===== config.mk =====
export PLATFORM = sky130hd
export DESIGN_NAME = flash_status_config_cmds
export DESIGN_NICKNAME = d
export VERILOG_FILES = /design/src/hw/flash_cfg_pkg.sv /design/src/hw/flash_status_config_cmds.sv
export SDC_FILE = /design/constraint.sdc
export NUM_CORES = 1
export LEC_CHECK = 0
export ABC_AREA = 1
export BUFFER_PORTS_ARGS = -buffer_cell sky130_fd_sc_hd__buf_2
export CORE_MARGIN = 5
export CORE_UTILIZATION = 35
export CTS_CLUSTER_DIAMETER = 150
export DETAILED_ROUTE_END_ITERATION = 10
export SLEW_MARGIN = 20
export SYNTH_ARGS = -nofsm -noshare
export SYNTH_HDL_FRONTEND = slang
export SYNTH_SLANG_ARGS = --single-unit

===== constraint.sdc =====
create_clock -name CLK_IN -period 1.9 [get_ports CLK_IN]
set_clock_uncertainty 0.2 [all_clocks]
set_input_delay 0.38 -clock CLK_IN [delete_from_list [all_inputs] [get_ports CLK_IN]]
set_output_delay 0.38 -clock CLK_IN [all_outputs]
set_load 0.01 [all_outputs]

===== src/hw/flash_cfg_pkg.sv =====
package flash_cfg_pkg;

  // ---------------------------------------------------------------
  // instruction codes
  // ---------------------------------------------------------------
  localparam logic [7:0] OP_WRITE_ENABLE  = 8'h06;
  localparam logic [7:0] OP_VOL_ENABLE    = 8'h50;
  localparam logic [7:0] OP_WRITE_DISABLE = 8'h04;
  localparam logic [7:0] OP_READ_SR1      = 8'h05;
  localparam logic [7:0] OP_READ_SR2      = 8'h35;
  localparam logic [7:0] OP_READ_SR3      = 8'h15;
  localparam logic [7:0] OP_STREAM        = 8'h25;
  localparam logic [7:0] OP_WRITE_SR      = 8'h01;
  localparam logic [7:0] OP_WRITE_SR2     = 8'h31;
  localparam logic [7:0] OP_WRITE_SR3     = 8'h11;

  // ---------------------------------------------------------------
  // status field layout
  // ---------------------------------------------------------------
  localparam int SR1_BUSY_BIT = 0;
  localparam int SR1_WEL_BIT  = 1;
  localparam int SR1_STATUS_PROTECT_0_BIT = 7;
  localparam int SR2_STATUS_PROTECT_1_BIT = 0;
  localparam int SR2_SUSB_BIT = 2;
  localparam int SR2_SUSA_BIT = 7;

  localparam logic [7:0] SR1_WRITE_MASK = 8'hfc;
  localparam logic [7:0] SR2_WRITE_MASK = 8'h7b;
  localparam logic [7:0] SR3_WRITE_MASK = 8'h80;
  localparam logic [7:0] SR2_LOCK_MASK  = 8'h38;
  localparam logic [7:0] NO_LOCK_MASK   = 8'h00;

  localparam logic [7:0] SR1_RESET = 8'h00;
  localparam logic [7:0] SR2_RESET = 8'h00;
  localparam logic [7:0] SR3_RESET = 8'h00;

  // ---------------------------------------------------------------
  // frame lengths
  // ---------------------------------------------------------------
  localparam logic [2:0] OPCODE_LAST_BIT = 3'h7;
  localparam logic [4:0] ONE_BYTE_BITS   = 5'h08;
  localparam logic [4:0] TWO_BYTE_BITS   = 5'h10;
  localparam logic [4:0] DATA_CNT_MAX    = 5'h11;

  // ---------------------------------------------------------------
  // timing
  // ---------------------------------------------------------------
  localparam int CLK_PERIOD_NS          = 20;
  localparam int STATUS_WRITE_TIME_NS   = 5000000;
  localparam int STATUS_WRITE_CYCLES    = STATUS_WRITE_TIME_NS / CLK_PERIOD_NS;

  typedef enum {
    ST_COMMAND,
    ST_CMD_DONE,
    ST_READ,
    ST_STREAM,
    ST_WDATA,
    ST_IGNORE
  } link_state_t;

endpackage


===== src/hw/flash_status_config_cmds.sv =====
// Behaviour
// - 06h then select high sets write latch
// - 50h leaves latch, allows volatile 01h write
// - 04h clears the write enable latch
// - latch clears at reset and operation completion, unless a 06h frame completes in that same cycle
// - 05h/35h/15h read register 1/2/3, MSB first
// - status reads accepted even while busy
// - status read repeats until select rises
// - 25h streams live busy flag on output
// - streamed output only falls, never rises
// - select high ends stream, output released
// - 01h writes register 1, optionally register 2
// - 31h writes register 2, 11h register 3
// - only listed protect/config bits are writable
// - security lock bits are one-time settable
// - write never touches suspend, latch, busy
// - write only on 8/16 bit boundary
// - select rise starts timed non-volatile write, busy held
// - hardware protected mode blocks status writes
`timescale 1ns/1ps

module flash_status_config_cmds
  import flash_cfg_pkg::*;
#(
  parameter int WRITE_CYCLES = STATUS_WRITE_CYCLES
) (
  input  wire logic       CLK_IN,
  input  wire logic       SRST_IN,
  input  wire logic       CS_N_IN,
  input  wire logic       SCLK_IN,
  input  wire logic       SI_IN,
  input  wire logic       WP_N_IN,
  input  wire logic       OP_BUSY_IN,
  input  wire logic       WEL_CLEAR_IN,
  input  wire logic       SUSPEND_A_IN,
  input  wire logic       SUSPEND_B_IN,
  output logic            SO_OUT,
  output logic            SO_OE_OUT,
  output logic            WEL_OUT,
  output logic            BUSY_OUT,
  output logic            HW_PROTECT_OUT,
  output logic [7:0]      SR1_OUT,
  output logic [7:0]      SR2_OUT,
  output logic [7:0]      SR3_OUT
);

  localparam int TW = (WRITE_CYCLES > 1) ? $clog2(WRITE_CYCLES) : 1;

  if (WRITE_CYCLES < 1) begin : g_bad_cycles
    $error("WRITE_CYCLES must be at least one");
  end

  // ---------------------------------------------------------------
  // helpers
  // ---------------------------------------------------------------
  function automatic logic [7:0] merge_sr(input logic [7:0] old_v,
                                          input logic [7:0] data_v,
                                          input logic [7:0] mask_v,
                                          input logic [7:0] lock_v);
    merge_sr = ((old_v & ~mask_v) | (data_v & mask_v)) | (old_v & lock_v);
  endfunction

  // ---------------------------------------------------------------
  // pin synchronisers
  // ---------------------------------------------------------------
  logic [1:0] cs_sync_reg;
  logic [1:0] sclk_sync_reg;
  logic [1:0] si_sync_reg;
  logic [1:0] wp_sync_reg;
  logic       cs_d_reg;
  logic       sclk_d_reg;

  always_ff @(posedge CLK_IN) begin
    if (SRST_IN) begin
      cs_sync_reg   <= 2'h3;
      sclk_sync_reg <= 2'h0;
      si_sync_reg   <= 2'h0;
      wp_sync_reg   <= 2'h3;
      cs_d_reg      <= 1'b1;
      sclk_d_reg    <= 1'b0;
    end else begin
      cs_sync_reg   <= {cs_sync_reg[0], CS_N_IN};
      sclk_sync_reg <= {sclk_sync_reg[0], SCLK_IN};
      si_sync_reg   <= {si_sync_reg[0], SI_IN};
      wp_sync_reg   <= {wp_sync_reg[0], WP_N_IN};
      cs_d_reg      <= cs_sync_reg[1];
      sclk_d_reg    <= sclk_sync_reg[1];
    end
  end

  logic cs_high;
  logic cs_rise;
  logic sclk_rise;
  logic sclk_fall;
  logic si_bit;

  assign cs_high   = cs_sync_reg[1];
  assign cs_rise   = cs_sync_reg[1] & ~cs_d_reg;
  assign sclk_rise = ~cs_high & sclk_sync_reg[1] & ~sclk_d_reg;
  assign sclk_fall = ~cs_high & ~sclk_sync_reg[1] & sclk_d_reg;
  assign si_bit    = si_sync_reg[1];

  // ---------------------------------------------------------------
  // status storage
  // ---------------------------------------------------------------
  logic [7:0] act1_reg;
  logic [7:0] act2_reg;
  logic [7:0] act3_reg;
  logic [7:0] nv1_reg;
  logic [7:0] nv2_reg;
  logic [7:0] nv3_reg;
  logic       wel_reg;
  logic       vol_en_reg;
  logic       wr_busy_reg;
  logic       busy;
  logic       hw_protected;
  logic [7:0] view1;
  logic [7:0] view2;
  logic [7:0] view3;

  assign busy = wr_busy_reg | OP_BUSY_IN;

  assign hw_protected = act2_reg[SR2_STATUS_PROTECT_1_BIT] | (act1_reg[SR1_STATUS_PROTECT_0_BIT] & ~wp_sync_reg[1]);

  always_comb begin
    view1 = act1_reg & SR1_WRITE_MASK;
    view1[SR1_BUSY_BIT] = busy;
    view1[SR1_WEL_BIT]  = wel_reg;
    view2 = act2_reg & SR2_WRITE_MASK;
    view2[SR2_SUSA_BIT] = SUSPEND_A_IN;
    view2[SR2_SUSB_BIT] = SUSPEND_B_IN;
    view3 = act3_reg & SR3_WRITE_MASK;
  end

  // ---------------------------------------------------------------
  // instruction framing
  // ---------------------------------------------------------------
  link_state_t state_reg;
  logic [7:0]  op_shift_reg;
  logic [2:0]  op_cnt_reg;
  logic [7:0]  opcode_reg;
  logic [7:0]  opcode_next;
  logic        op_complete;
  logic [15:0] data_shift_reg;
  logic [4:0]  data_cnt_reg;

  assign opcode_next = {op_shift_reg[6:0], si_bit};
  assign op_complete = (state_reg == ST_COMMAND) & sclk_rise & (op_cnt_reg == OPCODE_LAST_BIT);

  always_ff @(posedge CLK_IN) begin
    if (SRST_IN || cs_high) begin
      op_shift_reg <= 8'h00;
      op_cnt_reg   <= 3'h0;
    end else if (sclk_rise && state_reg == ST_COMMAND) begin
      op_shift_reg <= opcode_next;
      op_cnt_reg   <= op_cnt_reg + 3'h1;
    end
  end

  always_ff @(posedge CLK_IN) begin
    if (SRST_IN) begin
      opcode_reg <= 8'h00;
    end else if (op_complete) begin
      opcode_reg <= opcode_next;
    end
  end

  always_ff @(posedge CLK_IN) begin
    if (SRST_IN || cs_high) begin
      state_reg <= ST_COMMAND;
    end else begin
      case (state_reg)
        ST_COMMAND: begin
          if (op_complete) begin
            case (opcode_next)
              OP_READ_SR1, OP_READ_SR2, OP_READ_SR3: state_reg <= ST_READ;
              OP_STREAM: state_reg <= ST_STREAM;
              OP_WRITE_SR, OP_WRITE_SR2, OP_WRITE_SR3: state_reg <= ST_WDATA;
              OP_WRITE_ENABLE, OP_WRITE_DISABLE, OP_VOL_ENABLE: state_reg <= ST_CMD_DONE;
              default: state_reg <= ST_IGNORE;
            endcase
          end
        end
        ST_CMD_DONE: begin
          if (sclk_rise) begin
            state_reg <= ST_IGNORE;
          end
        end
        default: begin
          state_reg <= state_reg;
        end
      endcase
    end
  end

  // ---------------------------------------------------------------
  // write data capture
  // ---------------------------------------------------------------
  always_ff @(posedge CLK_IN) begin
    if (SRST_IN || cs_high) begin
      data_shift_reg <= 16'h0000;
      data_cnt_reg   <= 5'h00;
    end else if (sclk_rise && state_reg == ST_WDATA) begin
      data_shift_reg <= {data_shift_reg[14:0], si_bit};
      if (data_cnt_reg != DATA_CNT_MAX) begin
        data_cnt_reg <= data_cnt_reg + 5'h01;
      end
    end
  end

  // ---------------------------------------------------------------
  // status write acceptance
  // ---------------------------------------------------------------
  logic       simple_done;
  logic       len_ok;
  logic       two_bytes;
  logic       wr_allowed;
  logic       wr_volatile;
  logic       wr_accept;
  logic [7:0] byte_a;
  logic [7:0] byte_b;
  logic [2:0] wr_sel;
  logic [7:0] new1;
  logic [7:0] new2;
  logic [7:0] new3;

  assign simple_done = cs_rise & (state_reg == ST_CMD_DONE);
  assign two_bytes   = (data_cnt_reg == TWO_BYTE_BITS) & (opcode_reg == OP_WRITE_SR);
  assign len_ok      = (data_cnt_reg == ONE_BYTE_BITS) | two_bytes;
  assign wr_volatile = vol_en_reg & (opcode_reg == OP_WRITE_SR);
  assign wr_allowed  = len_ok & ~busy & ~hw_protected & (wel_reg | wr_volatile);
  assign wr_accept   = cs_rise & (state_reg == ST_WDATA) & wr_allowed;
  assign byte_a      = two_bytes ? data_shift_reg[15:8] : data_shift_reg[7:0];
  assign byte_b      = data_shift_reg[7:0];

  always_comb begin
    wr_sel = 3'h0;
    new1   = wr_volatile ? act1_reg : nv1_reg;
    new2   = wr_volatile ? act2_reg : nv2_reg;
    new3   = wr_volatile ? act3_reg : nv3_reg;
    case (opcode_reg)
      OP_WRITE_SR: begin
        wr_sel[0] = 1'b1;
        new1 = merge_sr(new1, byte_a, SR1_WRITE_MASK, NO_LOCK_MASK);
        if (two_bytes) begin
          wr_sel[1] = 1'b1;
          // lock bits already set in the live copy survive a non-volatile write
          new2 = merge_sr(new2, byte_b | (act2_reg & SR2_LOCK_MASK), SR2_WRITE_MASK,
                          SR2_LOCK_MASK);
        end
      end
      OP_WRITE_SR2: begin
        wr_sel[1] = 1'b1;
        new2 = merge_sr(new2, byte_a | (act2_reg & SR2_LOCK_MASK), SR2_WRITE_MASK,
                        SR2_LOCK_MASK);
      end
      OP_WRITE_SR3: begin
        wr_sel[2] = 1'b1;
        new3 = merge_sr(new3, byte_a, SR3_WRITE_MASK, NO_LOCK_MASK);
      end
      default: begin
        wr_sel = 3'h0;
      end
    endcase
  end

  // ---------------------------------------------------------------
  // self-timed write cycle
  // ---------------------------------------------------------------
  logic [TW-1:0] timer_reg;
  logic [7:0]    pend1_reg;
  logic [7:0]    pend2_reg;
  logic [7:0]    pend3_reg;
  logic [2:0]    pend_sel_reg;
  logic          wr_done;

  assign wr_done = wr_busy_reg & (timer_reg == '0);

  always_ff @(posedge CLK_IN) begin
    if (SRST_IN) begin
      wr_busy_reg <= 1'b0;
      timer_reg   <= '0;
    end else if (wr_accept && !wr_volatile) begin
      wr_busy_reg <= 1'b1;
      timer_reg   <= TW'(WRITE_CYCLES - 1);
    end else if (wr_done) begin
      wr_busy_reg <= 1'b0;
    end else if (wr_busy_reg) begin
      timer_reg <= timer_reg - TW'(1);
    end
  end

  always_ff @(posedge CLK_IN) begin
    if (SRST_IN) begin
      pend1_reg    <= SR1_RESET;
      pend2_reg    <= SR2_RESET;
      pend3_reg    <= SR3_RESET;
      pend_sel_reg <= 3'h0;
    end else if (wr_accept && !wr_volatile) begin
      pend1_reg    <= new1;
      pend2_reg    <= new2;
      pend3_reg    <= new3;
      pend_sel_reg <= wr_sel;
    end
  end

  always_ff @(posedge CLK_IN) begin
    if (SRST_IN) begin
      nv1_reg <= SR1_RESET;
      nv2_reg <= SR2_RESET;
      nv3_reg <= SR3_RESET;
    end else if (wr_done) begin
      if (pend_sel_reg[0]) nv1_reg <= pend1_reg;
      if (pend_sel_reg[1]) nv2_reg <= pend2_reg;
      if (pend_sel_reg[2]) nv3_reg <= pend3_reg;
    end
  end

  always_ff @(posedge CLK_IN) begin
    if (SRST_IN) begin
      act1_reg <= SR1_RESET;
      act2_reg <= SR2_RESET;
      act3_reg <= SR3_RESET;
    end else if (wr_accept && wr_volatile) begin
      if (wr_sel[0]) act1_reg <= new1;
      if (wr_sel[1]) act2_reg <= new2;
    end else if (wr_done) begin
      if (pend_sel_reg[0]) act1_reg <= pend1_reg;
      if (pend_sel_reg[1]) act2_reg <= pend2_reg;
      if (pend_sel_reg[2]) act3_reg <= pend3_reg;
    end
  end

  // ---------------------------------------------------------------
  // write enable latch and volatile enable
  // ---------------------------------------------------------------
  always_ff @(posedge CLK_IN) begin
    if (SRST_IN) begin
      wel_reg <= 1'b0;
    end else if (simple_done && opcode_reg == OP_WRITE_ENABLE) begin
      wel_reg <= 1'b1;
    end else if (wr_done || WEL_CLEAR_IN) begin
      wel_reg <= 1'b0;
    end else if (simple_done && opcode_reg == OP_WRITE_DISABLE) begin
      wel_reg <= 1'b0;
    end
  end

  always_ff @(posedge CLK_IN) begin
    if (SRST_IN) begin
      vol_en_reg <= 1'b0;
    end else if (cs_rise && state_reg != ST_COMMAND) begin
      vol_en_reg <= simple_done && (opcode_reg == OP_VOL_ENABLE);
    end
  end

  // ---------------------------------------------------------------
  // serial output
  // ---------------------------------------------------------------
  logic [7:0] rd_shift_reg;
  logic [2:0] rd_cnt_reg;
  logic [7:0] rd_view;

  always_comb begin
    rd_view = view1;
    if (opcode_reg == OP_READ_SR2) begin
      rd_view = view2;
    end else if (opcode_reg == OP_READ_SR3) begin
      rd_view = view3;
    end
  end

  always_ff @(posedge CLK_IN) begin
    if (SRST_IN || cs_high) begin
      SO_OUT       <= 1'b0;
      SO_OE_OUT    <= 1'b0;
      rd_shift_reg <= 8'h00;
      rd_cnt_reg   <= 3'h0;
    end else if (op_complete) begin
      rd_cnt_reg <= 3'h0;
      if (opcode_next == OP_STREAM) begin
        SO_OUT    <= busy;
        SO_OE_OUT <= 1'b1;
      end else if (opcode_next == OP_READ_SR1 || opcode_next == OP_READ_SR2
                   || opcode_next == OP_READ_SR3) begin
        SO_OE_OUT <= 1'b1;
      end
    end else if (state_reg == ST_STREAM) begin
      SO_OUT <= SO_OUT & busy;
    end else if (state_reg == ST_READ && sclk_fall) begin
      rd_cnt_reg <= rd_cnt_reg + 3'h1;
      if (rd_cnt_reg == 3'h0) begin
        SO_OUT       <= rd_view[7];
        rd_shift_reg <= {rd_view[6:0], 1'b0};
      end else begin
        SO_OUT       <= rd_shift_reg[7];
        rd_shift_reg <= {rd_shift_reg[6:0], 1'b0};
      end
    end
  end

  // ---------------------------------------------------------------
  // status outputs
  // ---------------------------------------------------------------
  always_ff @(posedge CLK_IN) begin
    if (SRST_IN) begin
      WEL_OUT        <= 1'b0;
      BUSY_OUT       <= 1'b0;
      HW_PROTECT_OUT <= 1'b0;
      SR1_OUT        <= SR1_RESET;
      SR2_OUT        <= SR2_RESET;
      SR3_OUT        <= SR3_RESET;
    end else begin
      WEL_OUT        <= wel_reg;
      BUSY_OUT       <= busy;
      HW_PROTECT_OUT <= hw_protected;
      SR1_OUT        <= view1;
      SR2_OUT        <= view2;
      SR3_OUT        <= view3;
    end
  end

endmodule // flash_status_config_cmds


==> impl_results.md <==
- Outcome: complete, no violations
- Post-synth cell types: 40
- Share of synthesized registers carrying an async set or reset: 0%
- Clock Tree Root: clkbuf_16
- Remaining routing DRC violations: 0
- Row cnt: between 40 and 50
- Setup ws final: 26.3 ps
- Most common cell in the netlist: nand2_1
- Final setup TNS: 0 ps
- Multiplexer area fraction after synthesis: 0%
- Register clock-pin slew on the reported worst setup and hold paths: around 70 ps
- Buffer depth of the longest clock path: 2
- Worst Setup Start Kind: flip-flop
- Placed wire-length estimate: between 10000 and 15000 um
- Number of pins with negative max-slew slack in the final report: 0
- Core Box Area: approximately 18000 um2
- Floorplan die area: 21200 um2
- WP data arrival: between 1500 and 2000 ps
- Min-delay worst type: in -> reg
- Path depth of the worst reg2reg path: 12
- Number of antenna diodes: 0
- Largest net degree at the start of global routing: 25
- Shortest clock period the worst path allows after layout: 1870 ps
- Area growth syn-to-layout: 28.4%
- Number of synthesized flops with an enable pin: 0
- Die Ht: between 100 and 150 um
- Standby leakage power: between 3 and 4 nW
- Max reg flops: 18
- Register bit count reported by yosys: roughly 150
- Total number of nets in the final design: 1016
- Ratio of routed vias to standard cells: 4.73
- Count of TritonRoute iterations in the first routing pass: 5
- Number of global-route vias before repair: 5442
- Global-route wire length before repair: 27400 um
- Total detailed-routing wirelength: 16900 um
- Dominant combinational cell family by area after synthesis: simple AND/OR/NAND/NOR gates
- Post-synthesis average cell area: 7.18 um2
- Post-Place Worst Slack: -84.2 ps
- Detail Route Antenna Nets: 0
- Synthesized-area fraction occupied by ao, oa, aoi and oai cells: 15.6%
- Cell type with the largest total area after synthesis: dfxtp_1
- Number of setup violations in the final report: 0
- Sink count of the clock tree: ~150
- Fraction of layout cells with a size suffix above 1: 24.3%
- Overall global routing resource usage: about 16%
- Number of levels the H-tree was split into: 4
- Type of the worst setup path: reg -> reg
- Synth top area share: approximately 45%
- Main synth FF type: dfxtp_1
- Clock tree from TritonCTS: yes
- Hold Path Stages: 4
- Gate Count Post-Synth: 895
- Routability-driven placement congestion ratio: approximately 0.89
- Cell Area, Synth: 6430 um2
- Critical path data required time: 2020 ps
- Initial antenna violation count: 0
- Effective utilization at floorplan: between 30% and 40%
- Most used standard cells in the synthesized netlist: nand2_1, dfxtp_1, inv_1
- IO buf count: 31
- Simple-gate portion of the synthesized area: roughly a quarter
- Synth Area in Adders: under 10%
- Share of the yosys chip area belonging to registers: 45.2%
- Number of DRC violations after detailed-routing iteration 0: ~400
- Synth Warn #: 0
- Maximum clock rate: around 530 MHz
- Worst vdd ir: approximately 630 uV
- I/O pin count: 39
- Final-report hold violation count: 0
- Clock insertion delay at the later pin of the skew report: 430 ps
- XOR/XNOR Fraction of Synth Area: 0.409%
- RSZ-0062 raised after global routing: true
- PD cells: around 780 nW/um2
- Crit path capture type: flip-flop
- Top area cells in the synthesized netlist: dfxtp_1, nand2_1, inv_1
- Number of maximum-capacitance constraint violations: 0
- Die X-Extent: between 100 and 150 um
- Critical path peak fanout: 6
- Cts bufs inserted: 17
- Residual overflow from global routing: 0
- Portion of the clock cycle consumed by the worst path in the final layout: between 90% and 100%
- Routed wire length per instance: 13.6 um
- Via count: ~5.9k
[critical path: stages (launching register included)]
cell,delay (ps)
dfxtp_2,330
inv_2,50
ha_4,160
nand2_4,70
nor2_4,40
buf_4,130
buf_4,140
inv_1,70
nand2_1,100
a22oi_2,200
nand2_1,80
nand3_1,130
nand2_1,70
[placed cells by master (no fill, tap or decap), drive strengths merged]
| cell type | n |
|---|---|
| nand2 | 198 |
| dfxtp | 145 |
| inv | 141 |
| buf | 103 |
| nor2 | 98 |
| o21ai | 89 |
| a21oi | 72 |
| nand3 | 52 |
| clkbuf | 18 |
| nor3 | 16 |
| nand4 | 12 |
| o211ai | 9 |
| ha | 8 |
| conb | 7 |
| a211oi | 7 |
| clkinv | 7 |
| dlygate4sd3 | 6 |
| or2 | 6 |
| a31oi | 3 |
| clkinvlp | 3 |
| o22ai | 2 |
| xor2 | 2 |
| a41oi | 1 |
| a22oi | 1 |
| o21a | 1 |
| a221oi | 1 |
| o211a | 1 |
| nor3b | 1 |
| xnor2 | 1 |
[per-stage QoR]
| step | util, % | power, mW | std cells | hold WS, ps | area, um2 |
|---|---|---|---|---|---|
| 3_5_place_dp | 39.8 | 3.24 | 1186 | 200 | 7170 |
| 6_report | 45.8 | 6.46 | 1240 | 42.8 | 8250 |
| 2_1_floorplan | - | 3.20 | 901 | 188 | 6450 |
| 3_3_place_gp | 39.8 | 3.24 | 1186 | 201 | 7170 |
| 4_1_cts | 44.1 | 6.51 | 1230 | 37.1 | 7940 |
| 5_1_grt | 45.8 | 6.67 | 1240 | 55.8 | 8250 |
[layout make-up]
class / instances / area [um2]
Clock buffer: 18 / 439
Clock inverter: 14 / 139
Fill cell: 1773 / 9770
Inverter: 136 / 538
Multi-Input combinational cell: 588 / 3140
Sequential cell: 145 / 2910
Tap cell: 229 / 287
Timing Repair Buffer: 109 / 800
Timing Repair inverter: 1 / 5.00
[report_power, final]
group | leakage [nW] | total [mW] | switching, mW | internal [mW]
Sequential | 1.17 | 3.06 | 0.00571 | 3.05
Clock | 0.283 | 3.27 | 1.49 | 1.78
Combinational | 2.28 | 0.130 | 0.0844 | 0.0458
[metal layers]
layer  global-route usage (%)  part of all wire [%]
met5                        0                     0
met4                     3.54                   1.1
met3                     3.64                   4.3
met2                     24.4                    47
met1                     22.0                    48
[final timing paths]
check | from | to | slack (ps)
worst min register to register | si_sync_reg[0] | si_sync_reg[1] | 210
worst max-delay path | data_cnt_reg[0] | act1_reg[2] | 30
worst min-delay path | WEL_CLEAR_IN | wel_reg | 40
worst max register to register | data_cnt_reg[0] | act1_reg[2] | 30
[cells by family (layout without fill, tap and decap cells)]
logic type               Yosys count  in the layout
flip-flops                       145            145
AO/OA/AOI/OAI                    187            187
XOR/XNOR                           3              3
AND/OR/NAND/NOR                  383            383
adder cells (fa/ha/maj)            8              8
other                              1              7
buffers and inverters            168            278
[repair_timing]
action,in CTS,in global routing
buffers inserted,6,9
hold buffers,6,0
gates cloned,0,1
endpoints found under the setup margin,17,71
resized for setup,41,77
pin swaps,14,27
hold endpoints to repair,6,0
No activity file was read; power rests on OpenSTA's default activity.
